`config.mk`:
```
export PLATFORM = sky130hd
export DESIGN_NAME = lsd_driver
export DESIGN_NICKNAME = d
export VERILOG_FILES = /design/src/lsd_pkg.sv /design/src/lsd_sync.sv /design/src/lsd_fifo2.sv /design/src/lsd_driver.sv
export VERILOG_INCLUDE_DIRS = /design/src
export SDC_FILE = /design/constraint.sdc
export NUM_CORES = 1
export LEC_CHECK = 0
export BUFFER_PORTS_ARGS = -buffer_cell sky130_fd_sc_hd__buf_2
export CORE_MARGIN = 2
export CORE_UTILIZATION = 25
export DETAILED_ROUTE_END_ITERATION = 7
export PLACE_DENSITY = 0.42
export SYNTH_ARGS = -nofsm -noshare
export SYNTH_HDL_FRONTEND = slang
export SYNTH_SLANG_ARGS = --single-unit
```
`constraint.sdc`:
```
create_clock -name CLK -period 1.3 [get_ports CLK]
set_input_delay 0.065 -clock CLK [delete_from_list [all_inputs] [get_ports CLK]]
set_output_delay 0.065 -clock CLK [all_outputs]
set_load 0.005 [all_outputs]
```
`src/lsd_map.svh`:
```
// Constants for the shift-latch LED sink driver
// What this block does
// - Serial-in parallel-out register of n stages, n is 8, 16, 24 or 32.
// - Every bit has a shift stage and a latch stage, each own clock.
// - Shift and latch clocks act on rising edges only, independently.
// - Shift edge loads serial input into stage one, moves others onward.
// - A latched high serial bit sinks its output low, low bit floats it.
// - Latch edge copies all shift stages to latch stages driving sinks.
// - Cascade output always shows the last shift stage for chaining.
// - Direct reset acts at once when its active-low input falls.
// - In reset stages are set, sinks float and cascade output is low.
// - Output enable high floats every sink, cascade keeps driving.
// - Output enable never affects shifting.
`ifndef LSD_MAP_SVH
`define LSD_MAP_SVH
`define LSD_BITS        8
`define LSD_BUF_DEPTH   2
`define LSD_STAGE_SET   1'B1
`define LSD_PIN_RESET   4'H1
`define LSD_PIN_WIDTH   4
`endif

```
`src/lsd_pkg.sv`:
```
// Types shared by the LED sink driver modules
package lsd_pkg;

  typedef struct packed {
    logic serial;
    logic shift_clk;
    logic latch_clk;
    logic oe_n;
  } lsd_pins_t;

  typedef struct packed {
    logic shift_rise;
    logic latch_rise;
  } lsd_edge_t;

endpackage

```
`src/lsd_sync.sv`:
```
// Two-flop synchroniser for asynchronous pins
`timescale 1ns/1ns
module lsd_sync #(
  parameter int               WIDTH = 1,
  parameter logic [WIDTH-1:0] INIT  = '0
) (
  input  wire logic             clk,
  input  wire logic             rst,
  input  wire logic [WIDTH-1:0] din,
  output logic      [WIDTH-1:0] dout
);

  logic [WIDTH-1:0] meta;
  logic [WIDTH-1:0] next_meta;
  logic [WIDTH-1:0] next_dout;

  always_comb
  begin
    next_meta = din;
    next_dout = meta;
  end

  always_ff @(posedge clk or posedge rst)
  begin
    if (rst)
    begin
      meta <= INIT;
      dout <= INIT;
    end
    else
    begin
      meta <= next_meta;
      dout <= next_dout;
    end
  end

endmodule // lsd_sync

```
`src/lsd_fifo2.sv`:
```
// Small valid/ready buffer for latch snapshots
`timescale 1ns/1ns
module lsd_fifo2 #(
  parameter int WIDTH = 8,
  parameter int DEPTH = 2
) (
  input  wire logic             clk,
  input  wire logic             rst,
  input  wire logic             in_valid,
  output logic                  in_ready,
  input  wire logic [WIDTH-1:0] in_data,
  output logic                  out_valid,
  input  wire logic             out_ready,
  output logic      [WIDTH-1:0] out_data
);

  localparam int PW = (DEPTH > 2) ? $clog2(DEPTH) : 1;

  // Pointer wrap needs a power-of-two depth
  if (DEPTH < 2 || (DEPTH & (DEPTH - 1)) != 0)
  begin : g_bad_depth
    $error("lsd_fifo2: DEPTH must be a power of two, at least 2");
  end

  logic [WIDTH-1:0] mem [DEPTH];
  logic [PW-1:0]    wptr;
  logic [PW-1:0]    rptr;
  logic [PW:0]      count;
  logic [PW-1:0]    next_wptr;
  logic [PW-1:0]    next_rptr;
  logic [PW:0]      next_count;
  logic             push;
  logic             pop;

  always_comb
  begin
    in_ready   = (count != (PW+1)'(DEPTH));
    out_valid  = (count != '0);
    out_data   = mem[rptr];
    push       = in_valid && in_ready;
    pop        = out_valid && out_ready;
    next_wptr  = push ? wptr + PW'(1) : wptr;
    next_rptr  = pop ? rptr + PW'(1) : rptr;
    next_count = count + (PW+1)'(push) - (PW+1)'(pop);
  end

  always_ff @(posedge clk or posedge rst)
  begin
    if (rst)
    begin
      wptr  <= '0;
      rptr  <= '0;
      count <= '0;
    end
    else
    begin
      wptr  <= next_wptr;
      rptr  <= next_rptr;
      count <= next_count;
    end
  end

  always_ff @(posedge clk)
  begin
    if (push)
      mem[wptr] <= in_data;
  end

endmodule // lsd_fifo2

```
`src/lsd_driver.sv`:
```
// Shift register, latch and open-drain sink outputs of the LED driver
`timescale 1ns/1ns
`include "lsd_map.svh"
module lsd_driver
  import lsd_pkg::*;
#(
  parameter int N     = `LSD_BITS,
  parameter int DEPTH = `LSD_BUF_DEPTH
) (
  input  wire logic         CLK,
  input  wire logic         RESET,
  input  wire logic         SERIAL_IN,
  input  wire logic         SHIFT_CLK,
  input  wire logic         LATCH_CLK,
  input  wire logic         DIRECT_RESET_N,
  input  wire logic         OUTPUT_ENABLE_N,
  output logic [N-1:0]      SINK_OUT,
  output logic [N-1:0]      SINK_OUT_OE_N,
  output logic              CASCADE_OUT
);

  if (N != 8 && N != 16 && N != 24 && N != 32)
  begin : g_bad_n
    $error("lsd_driver: N must be 8, 16, 24 or 32");
  end

  // Reset assembly: asserts at once, releases after two clocks
  logic rst_async;
  logic rst_meta;
  logic rst_hold;
  logic next_rst_meta;
  logic next_rst_hold;

  assign rst_async = RESET || !DIRECT_RESET_N;

  always_comb
  begin
    next_rst_meta = 1'B0;
    next_rst_hold = rst_meta;
  end

  always_ff @(posedge CLK or posedge rst_async)
  begin
    if (rst_async)
    begin
      rst_meta <= 1'B1;
      rst_hold <= 1'B1;
    end
    else
    begin
      rst_meta <= next_rst_meta;
      rst_hold <= next_rst_hold;
    end
  end

  // Pin synchronisers
  lsd_pins_t pins_raw;
  lsd_pins_t pins;

  always_comb
  begin
    pins_raw.serial    = SERIAL_IN;
    pins_raw.shift_clk = SHIFT_CLK;
    pins_raw.latch_clk = LATCH_CLK;
    pins_raw.oe_n      = OUTPUT_ENABLE_N;
  end

  lsd_sync #(
    .WIDTH (`LSD_PIN_WIDTH),
    .INIT  (`LSD_PIN_RESET)
  ) u_pin_sync (
    .clk  (CLK),
    .rst  (RESET),
    .din  (pins_raw),
    .dout (pins)
  );

  // Rising edge detection of both pin clocks
  logic      shift_prev;
  logic      latch_prev;
  logic      next_shift_prev;
  logic      next_latch_prev;
  lsd_edge_t edges;

  always_comb
  begin
    next_shift_prev  = pins.shift_clk;
    next_latch_prev  = pins.latch_clk;
    edges.shift_rise = pins.shift_clk && !shift_prev && !rst_hold;
    edges.latch_rise = pins.latch_clk && !latch_prev && !rst_hold;
  end

  always_ff @(posedge CLK or posedge RESET)
  begin
    if (RESET)
    begin
      shift_prev <= 1'B1;
      latch_prev <= 1'B1;
    end
    else
    begin
      shift_prev <= next_shift_prev;
      latch_prev <= next_latch_prev;
    end
  end

  // Shift stages hold the sink pin level: low means sink on
  logic [N-1:0] stage;
  logic [N-1:0] next_stage;

  always_comb
  begin
    next_stage = stage;
    if (edges.shift_rise)
      next_stage = {stage[N-2:0], !pins.serial};
  end

  always_ff @(posedge CLK or posedge rst_hold)
  begin
    if (rst_hold)
      stage <= {N{`LSD_STAGE_SET}};
    else
      stage <= next_stage;
  end

  // Latch snapshot travels through the buffer
  logic         push_valid;
  logic         push_ready;
  logic         pend;
  logic         next_pend;
  logic         buf_valid;
  logic         buf_ready;
  logic [N-1:0] buf_data;

  always_comb
  begin
    push_valid = edges.latch_rise || pend;
    next_pend  = push_valid && !push_ready;
    buf_ready  = !rst_hold;
  end

  always_ff @(posedge CLK or posedge rst_hold)
  begin
    if (rst_hold)
      pend <= 1'B0;
    else
      pend <= next_pend;
  end

  lsd_fifo2 #(
    .WIDTH (N),
    .DEPTH (DEPTH)
  ) u_latch_buf (
    .clk       (CLK),
    .rst       (rst_hold),
    .in_valid  (push_valid),
    .in_ready  (push_ready),
    .in_data   (stage),
    .out_valid (buf_valid),
    .out_ready (buf_ready),
    .out_data  (buf_data)
  );

  // Latch stages, separate from the shift stages
  logic [N-1:0] latch;
  logic [N-1:0] next_latch;

  always_comb
  begin
    next_latch = latch;
    if (buf_valid && buf_ready)
      next_latch = buf_data;
  end

  always_ff @(posedge CLK or posedge rst_hold)
  begin
    if (rst_hold)
      latch <= {N{`LSD_STAGE_SET}};
    else
      latch <= next_latch;
  end

  // Output registers
  logic [N-1:0] next_sink_oe_n;
  logic         next_cascade;

  always_comb
  begin
    next_sink_oe_n = next_latch | {N{pins.oe_n}};
    next_cascade   = !next_stage[N-1];
  end

  always_ff @(posedge CLK or posedge rst_hold)
  begin
    if (rst_hold)
    begin
      SINK_OUT      <= '0;
      SINK_OUT_OE_N <= '1;
      CASCADE_OUT   <= 1'B0;
    end
    else
    begin
      SINK_OUT      <= '0;
      SINK_OUT_OE_N <= next_sink_oe_n;
      CASCADE_OUT   <= next_cascade;
    end
  end

  // Helper for the latch checks
  logic [N-1:0] snap_chk;

  always_ff @(posedge CLK or posedge rst_hold)
  begin
    if (rst_hold)
      snap_chk <= '1;
    else if (push_valid && push_ready)
      snap_chk <= stage;
  end
endmodule // lsd_driver

```
==> results.cfg, run 1 <==
[logic_synthesis]
yosysWarnings = 0
avgSynthCellArea_um2 = 15.3
syn_area_mm2 = 0.00213
synth_cell_types = 23
synth.top_cells.by_area = dfstp_2 37%, edfxtp_1 23%, dfrtp_1 14%
synth_top_area_share_pct = 37.0
yosys.area.top_type = dfstp_2
synthCells = 139
yosys_register_bits = 58
synth-seq-area-share_pct = 73.5

[sta]
timing.fmax_mhz = 793
hold_viol = 0
fin_crit_sh_pct = 97.0
fin_worst_skew_ns = 0.00864
finalCriticalPeriod_ns = 1.26
maxSlewViolCount = 0
setup_ws_ns = 0.0390
grt_setup_unrepaired = true
finalSetupViolations = 0

[power]
p_total_uw = 4940
p_int_uw = 3690
p_per_area_mw_per_mm2 = 1780
p_sw_share_pct = 25.3
combPwrFrac_pct = 14.5
p_sw_uw = 1250
clockPowerShare_pct = 29.7
irDropWorstVdd_mv = 0.538
seqPwrFrac_pct = 55.8
leakagePower_uw = 0.00113

[global_routing]
antenna_found_initial = 0
grt_use_met2_pct = 11.9
grt_pass1_vias = 1137
grt_util_all_layers_pct = 8.04
grt_overflow_total = 0
grt.met1_usage_pct = 9.50
grt_pass1_wl_um = 5380
grt_max_degree = 29
use_met3_pct = 4.42
busiest_layer = met2

[floorplanning]
coreArea_mm2 = 0.00826
io-pin-count = 24
die-area_mm2 = 0.00929
rows = 33
die_height_um = 96.4
initial_core_util_pct = 25.8
die_width_um = 96.4

[setup_path]
cp.required_ns = 1.34
cp_slowest_stage_delay_ns = 0.38
critPathSlowestCell = dfstp_2
r2r-end = u_latch_buf.mem[1][4]
path_cells = nor3b_4 -> o21ai_4 -> nor2_2 -> buf_6
rr_worst_depth = 4
cp-start-kind = register
path_max_fanout = 8
r2r-start = latch_prev
crit_arrival_ns = 1.30
critPathKind = reg -> reg
ff2ff_setup_slack_ns = 0.04
crit_path_end_kind = register

[route]
finalWirelength_um = 3400
post-route-drc-count = 0
viasPerCell = 4.01
routedWlPerCell_um = 11.8
drt-initial-drc-count = 40
drt_pass1_iterations = 4
vias = 1160
ant_nets = 0

[clocking]
cts_made_buffers = 9
clockRootBuffer = clkbuf_8
insertion_delay_ns = 0.33
h-tree-depth = 3
path_clk_slew_ns = 0.06
cts_tree = done
clkSinkCount = 58
clk_path_buf_depth = 2

[finish]
area_delta_synth_final_pct = 30.3
diodes = 0
layout_commonest_cell = dfstp_2
layout_common_cells = 30 x dfstp_2, 16 x edfxtp_1, 15 x buf_2
drive_gt1_share_pct = 50.5
final_util_pct = 33.7
nets = 186

[run_status]
status = finished, final reports clean

[job]
maxCapViolCount = 0

[min_path]
hold_class = in -> async

[placement]
dpl_worst_slack_ns = -0.0715
io_buffers = 15
gp_congestion = 0.683
dpl.hpwl_um = 2180
critical path: cells and delay by family, from the launching register on:
| family | cells | cell delay, ns |
|---|---|---|
| compound gates | 1 | 0.10 |
| flops | 1 | 0.38 |
| simple gates | 2 | 0.35 |
| buf+inv | 1 | 0.14 |
final cells by class:
type	count	area [um^2]
clock buffer	11	153
clock inverter	5	26.3
fill	822	5480
inverter	7	26.3
multi-input combinational	70	581
sequential	58	1570
tap	105	131
timing repair buffer	33	293
worst max-delay path by stage:
stage / from / endpoint / slack [ns] / cells after the start
4_1_cts: rst_hold / stage[5] / 0.01 / 4
6_report: latch_prev / u_latch_buf.mem[1][4] / 0.04 / 4
2_1_floorplan: rst_hold / u_latch_buf.count[0] / -0.21 / 4
3_3_place_gp: rst_hold / u_latch_buf.mem[0][6] / -0.06 / 3
5_1_grt: latch_prev / u_latch_buf.mem[0][0] / -0.04 / 3
3_5_place_dp: rst_hold / u_latch_buf.mem[0][7] / -0.07 / 3
per-layer routing:
metal / up-vias / routed length (um) / share of wire [%]
met5: - / 0 / 0
met4: 0 / 51 / 1.5
met3: 5 / 166 / 4.9
met2: 28 / 1700 / 50
met1: 580 / 1480 / 44
li1: 547 / - / -
power groups by stage:
stage / clock network (uW) / logic [uW] / registers, uW
final: 1470 / 717 / 2760
after global routing: 1630 / 807 / 2820
after CTS: 1540 / 617 / 2730
after detailed placement: 0 / 601 / 2760
after global placement: 0 / 582 / 2740
after floorplan: 0 / 496 / 2640
metrics by stage:
step	hold WS [ns]	cells	setup TNS (ns)	area [um^2]
finish	0.263	289	0	2780
floorplan	-0.0977	147	-2.54	2180
CTS	0.255	287	0	2640
global route	0.284	289	-0.775	2780
detailed placement	0.0742	265	-1.11	2400
global placement	0.0533	265	-0.869	2400
logic make-up after synthesis:
group           count (synthesis)  synth area share, %
other cells                     1                0.176
buf+inv                        19                 5.28
mux                            17                 8.33
flops                          58                 73.5
simple gates                   20                 5.10
xor+xnor                        2                0.821
compound gates                 22                 6.74
state kept, by name, indices dropped and copies added (netlist names):
| register | count |
|---|---|
| u_latch_buf.mem | 16 |
| SINK_OUT_OE_N | 8 |
| latch | 8 |
| stage | 8 |
| u_pin_sync.dout | 4 |
| u_pin_sync.meta | 4 |
| u_latch_buf.count | 2 |
| CASCADE_OUT | 1 |
| latch_prev | 1 |
| next_rst_hold | 1 |
| pend | 1 |
| rst_hold | 1 |
| shift_prev | 1 |
| u_latch_buf.rptr | 1 |
| u_latch_buf.wptr | 1 |
synth_stat cells:
cell type	n
o21ai_0	11
edfxtp_1	16
nor2b_1	2
nor3b_1	1
clkbuf_2	1
nor3b_4	1
o211ai_1	9
a32o_1	1
buf_2	2
dfrtp_1	12
xnor2_1	2
buf_4	8
nor2_1	4
conb_1	1
buf_6	1
inv_1	7
mux2_2	6
nand2b_1	1
o21bai_2	1
nand3b_1	2
nand2_1	9
dfstp_2	30
mux2i_1	11
repair_timing:
item	CTS	global route
pin swaps	1	5
cloned	0	2
resized for setup	1	25
endpoints found under the hold margin	12	0
hold buffers	6	0
endpoints found under the setup margin	18	34
buffers inserted	0	0
Note: power is estimated with default switching activity, not from simulation.
==> run 2: changes to the inputs <==
--- a/config.mk
+++ b/config.mk
@@ -6,7 +6,7 @@
 export SDC_FILE = /design/constraint.sdc
 export NUM_CORES = 1
 export LEC_CHECK = 0
-export BUFFER_PORTS_ARGS = -buffer_cell sky130_fd_sc_hd__buf_2
+export BUFFER_PORTS_ARGS = -buffer_cell sky130_fd_sc_hd__buf_4
 export CORE_MARGIN = 2
 export CORE_UTILIZATION = 25
 export DETAILED_ROUTE_END_ITERATION = 7
==> results.cfg, run 2 (synthesized netlist as in run 1, its figures left out) <==
[floorplanning]
coreArea_mm2 = 0.00826
die-area_mm2 = 0.00929
die_height_um = 96.4
rows = 33
io-pin-count = 24
initial_core_util_pct = 25.8
die_width_um = 96.4

[finish]
diodes = 0
final_util_pct = 33.9
drive_gt1_share_pct = 47.0
layout_common_cells = 30 x dfstp_2, 22 x buf_4, 16 x edfxtp_1
largest_reg_flops = 16
area_delta_synth_final_pct = 31.2
regMostFlops = u_latch_buf.mem
nets = 185
nFillCells = 818
fin_area_mm2 = 0.00280
layout_commonest_cell = dfstp_2

[setup_path]
cp-start-kind = register
path_max_fanout = 8
cp.required_ns = 1.55
ff2ff_setup_slack_ns = -0.003
critPathKind = reg -> reg
critical-path-top-delay-family = flip-flops
cp_slowest_stage_delay_ns = 0.38
crit_arrival_ns = 1.55
path_cells = buf_4 -> nor3b_4 -> buf_12 -> mux2_2
crit_buf_inv = 2
critPathSlowestCell = dfstp_2
crit_path_end_kind = register

[clocking]
h-tree-depth = 3
path_clk_slew_ns = 0.06
cts_tree = done
clk_path_buf_depth = 2
insertion_delay_ns = 0.33
cts_made_buffers = 9
clockRootBuffer = clkbuf_8
clkSinkCount = 58

[placement]
io_buffers = 15
dpl.hpwl_um = 2190
gp_congestion = 0.683
dpl_cell_area_mm2 = 0.00243
dpl_worst_slack_ns = -0.125

[min_path]
hold_class = in -> async

[global_routing]
grt_pass1_vias = 1111
grt_util_all_layers_pct = 7.97
antenna_found_initial = 0
grt_overflow_total = 0
grt_max_degree = 29
grt_pass1_wl_um = 5380

[power]
p_per_area_mw_per_mm2 = 1870
irDropWorstVdd_mv = 0.548
leakagePower_uw = 0.00113

[sta]
finalCriticalPeriod_ns = 1.30
setup_ws_ns = -0.00260
maxSlewViolCount = 0
fin_crit_sh_pct = 100
fin_worst_skew_ns = 0.00651
timing.fmax_mhz = 768
hold_viol = 0
grt_setup_unrepaired = true
finalSetupViolations = 3

[route]
post-route-drc-count = 0
finalWirelength_um = 3340
vias = 1161
ant_nets = 0
drt-initial-drc-count = 61
routedWlPerCell_um = 11.6
viasPerCell = 4.03
drt_pass1_iterations = 2

[run_status]
status = finished with violations
violations = negative setup slack

[job]
maxCapViolCount = 0
## run 2: cell count changes in the layout (fill, tap and decap cells not counted), moves of 3 or more
| cell | before | now |
|---|---|---|
| buf_2 | 15 | 0 |
| buf_4 | 6 | 22 |
| clkbuf_8 | 9 | 12 |
| clkinv_2 | 4 | 0 |
| mux2_2 | 0 | 5 |
| mux2_4 | 6 | 1 |
| nand2_1 | 2 | 9 |
| nand2_2 | 4 | 0 |
| nand2_4 | 3 | 0 |
## run 2: worst min-delay path: stages
cell and delay, ns:
dlygate4sd3_1 0.53, buf_4 0.14, inv_1 0.27
## run 2: what timing repair did
item,4_1_cts,5_1_grt
setup buffers,0,0
pin swaps,2,1
gates cloned,0,1
hold endpoints to repair,12,0
endpoints found under the setup margin,16,34
hold buffers,6,0
gates resized for setup,1,12
## run 2: final cells by class
type | instances | area, um^2 | share of cell area, %
timing repair buffer | 32 | 302 | 10.8
sequential | 58 | 1570 | 56.1
inverter | 7 | 26.3 | 0.939
multi-input combinational | 70 | 543 | 19.4
tap | 105 | 131 | 4.69
clock inverter | 1 | 30.0 | 1.07
clock buffer | 15 | 198 | 7.06
## run 2: power breakdown
part,leakage [uW],total [uW],switching (uW),internal [uW]
logic,0.000412,685,286,399
clock network,0.000115,1820,656,1160
registers,0.000605,2740,269,2470
## run 2: path summary, 6_finish.rpt
check	start	to	depth (start not counted)
setup / recovery	rst_hold	stage[3]	4
hold / removal	RESET	u_pin_sync.meta[1]	3
setup reg to reg	rst_hold	stage[3]	4
hold reg to reg	u_pin_sync.meta[2]	u_pin_sync.dout[2]	0
max in group asynchronous	rst_hold	stage[7]	4
min in group CLK	u_pin_sync.meta[2]	u_pin_sync.dout[2]	0
## run 2: metrics by stage
step | cells | hold WS, ns | power, uW | TNS, ns
after global placement | 265 | 0.0610 | 3360 | -0.959
after detailed placement | 265 | 0.0775 | 3400 | -1.83
after global routing | 288 | 0.315 | 5540 | -1.69
final | 288 | 0.276 | 5240 | -0.00352
after CTS | 287 | 0.272 | 5280 | 0
after floorplan | 147 | -0.0977 | 3140 | -2.54
## run 2: metal layers
layer / part of all wire (%) / wire length [um] / track usage [%] / vias up
li1: - / - / - / 546
met1: 45 / 1500 / 9.72 / 586
met2: 49 / 1630 / 11.7 / 23
met3: 4.7 / 157 / 2.56 / 6
met4: 1.8 / 60 / 5.99 / 0
met5: 0 / 0 / 0 / -
==> run 3: changes to the inputs <==
--- a/config.mk
+++ b/config.mk
@@ -10,7 +10,6 @@
 export CORE_MARGIN = 2
 export CORE_UTILIZATION = 25
 export DETAILED_ROUTE_END_ITERATION = 7
-export PLACE_DENSITY = 0.42
 export SYNTH_ARGS = -nofsm -noshare
 export SYNTH_HDL_FRONTEND = slang
 export SYNTH_SLANG_ARGS = --single-unit
==> results.cfg, run 3 (synthesized netlist as in run 1, its figures left out) <==
[run_status]
status = finished, final reports clean

[floorplanning]
die_width_um = 96.4
io-pin-count = 24
die-area_mm2 = 0.00929
die_height_um = 96.4
rows = 33
initial_core_util_pct = 25.8
coreArea_mm2 = 0.00826

[route]
vias = 1115
drt-initial-drc-count = 50
finalWirelength_um = 2990
viasPerCell = 3.83
post-route-drc-count = 0
routedWlPerCell_um = 10.3
ant_nets = 0
drt_pass1_iterations = 3

[finish]
regMostFlops = u_latch_buf.mem
nets = 188
layout_common_cells = 30 x dfstp_2, 23 x buf_4, 16 x edfxtp_1
diodes = 0
area_delta_synth_final_pct = 33.4
multiInputGateArea_um2 = 541
nFillCells = 800
largest_reg_flops = 16
regArea_mm2 = 0.00157
final_util_pct = 34.5
drive_gt1_share_pct = 48.9
layout_commonest_cell = dfstp_2
fin_area_mm2 = 0.00285

[placement]
gp_congestion = 0.710
io_buffers = 15
dpl_cell_area_mm2 = 0.00243
dpl_worst_slack_ns = -0.0969
dpl.hpwl_um = 1950

[sta]
maxSlewViolCount = 0
fin_worst_skew_ns = 0.00953
hold_viol = 0
finalCriticalPeriod_ns = 1.28
setup_ws_ns = 0.0172
finalSetupViolations = 0
timing.fmax_mhz = 780
fin_crit_sh_pct = 98.7
grt_setup_unrepaired = true
fin_setup_tns_ns = 0

[setup_path]
crit_end = stage[3]
rr_worst_depth = 4
r2r-end = stage[3]
crit_arrival_ns = 1.53
crit_path_end_kind = register
ff2ff_setup_slack_ns = 0.02
path_max_fanout = 8
cp.required_ns = 1.55
critPathKind = reg -> reg
cp-start-kind = register
r2r-start = rst_hold
worstSetupStartpoint = rst_hold

[clocking]
cts_tree = done
clockRootBuffer = clkbuf_8
h-tree-depth = 3
insertion_delay_ns = 0.33
clkSinkCount = 58
cts_made_buffers = 9
clk_path_buf_depth = 2
path_clk_slew_ns = 0.07

[global_routing]
grt_pass1_vias = 1114
grt_util_all_layers_pct = 7.44
grt_overflow_total = 0
grt_pass1_wl_um = 4950
grt_max_degree = 29
antenna_found_initial = 0

[job]
maxCapViolCount = 0

[min_path]
hold_class = in -> async

[power]
leakagePower_uw = 0.00115
p_per_area_mw_per_mm2 = 1850
irDropWorstVdd_mv = 0.519
run 3: repair_timing:
action / CTS / global route
gates resized for setup: 2 / 14
endpoints found under the hold margin: 12 / 0
pin swaps: 2 / 2
hold buffers: 6 / 0
gates cloned: 0 / 2
setup endpoints to repair: 22 / 22
buffers inserted: 1 / 1
run 3: how the worst min path moves through the flow:
stage	endpoint	cells past startpoint	slack, ns	from
6_report	u_pin_sync.meta[1]	3	0.27	RESET
3_3_place_gp	u_pin_sync.meta[1]	2	0.07	RESET
5_1_grt	u_pin_sync.meta[1]	3	0.31	RESET
2_1_floorplan	u_pin_sync.dout[1]	1	-0.1	RESET
4_1_cts	u_pin_sync.meta[1]	3	0.27	RESET
3_5_place_dp	u_pin_sync.dout[2]	2	0.08	RESET
run 3: critical path, stage by stage, from the launching register on:
cell,delay [ns]
dfstp_2,0.39
buf_6,0.13
nor3b_4,0.21
buf_12,0.15
mux2_2,0.33
run 3: through the flow:
step           instances  total power, uW  hold slack [ns]
3_3_place_gp         265             3350           0.0732
6_report             291             5260            0.274
4_1_cts              288             5270            0.271
5_1_grt              291             5570            0.313
2_1_floorplan        147             3140          -0.0977
3_5_place_dp         265             3380           0.0807
run 3: layout make-up:
cell class / instances / share of cell area, %
multi-input combinational: 70 / 19.0
tap: 105 / 4.62
timing repair buffer: 35 / 12.1
clock inverter: 2 / 1.36
sequential: 58 / 55.1
inverter: 7 / 0.923
clock buffer: 14 / 6.82
run 3: routing by layer:
| metal | track usage (%) | wire (um) | up-vias |
|---|---|---|---|
| li1 | - | - | 549 |
| met1 | 7.92 | 1350 | 538 |
| met2 | 11.5 | 1440 | 24 |
| met3 | 4.42 | 163 | 4 |
| met4 | 4.23 | 43 | 0 |
| met5 | 0 | 0 | - |
run 3: power by group:
| part | total, uW | leakage [uW] | switching (uW) | internal (uW) |
|---|---|---|---|---|
| logic | 697 | 0.000430 | 293 | 404 |
| registers | 2730 | 0.000605 | 254 | 2470 |
| clock network | 1840 | 0.000118 | 672 | 1170 |
| total | 5260 | 0.00115 | 1220 | 4040 |
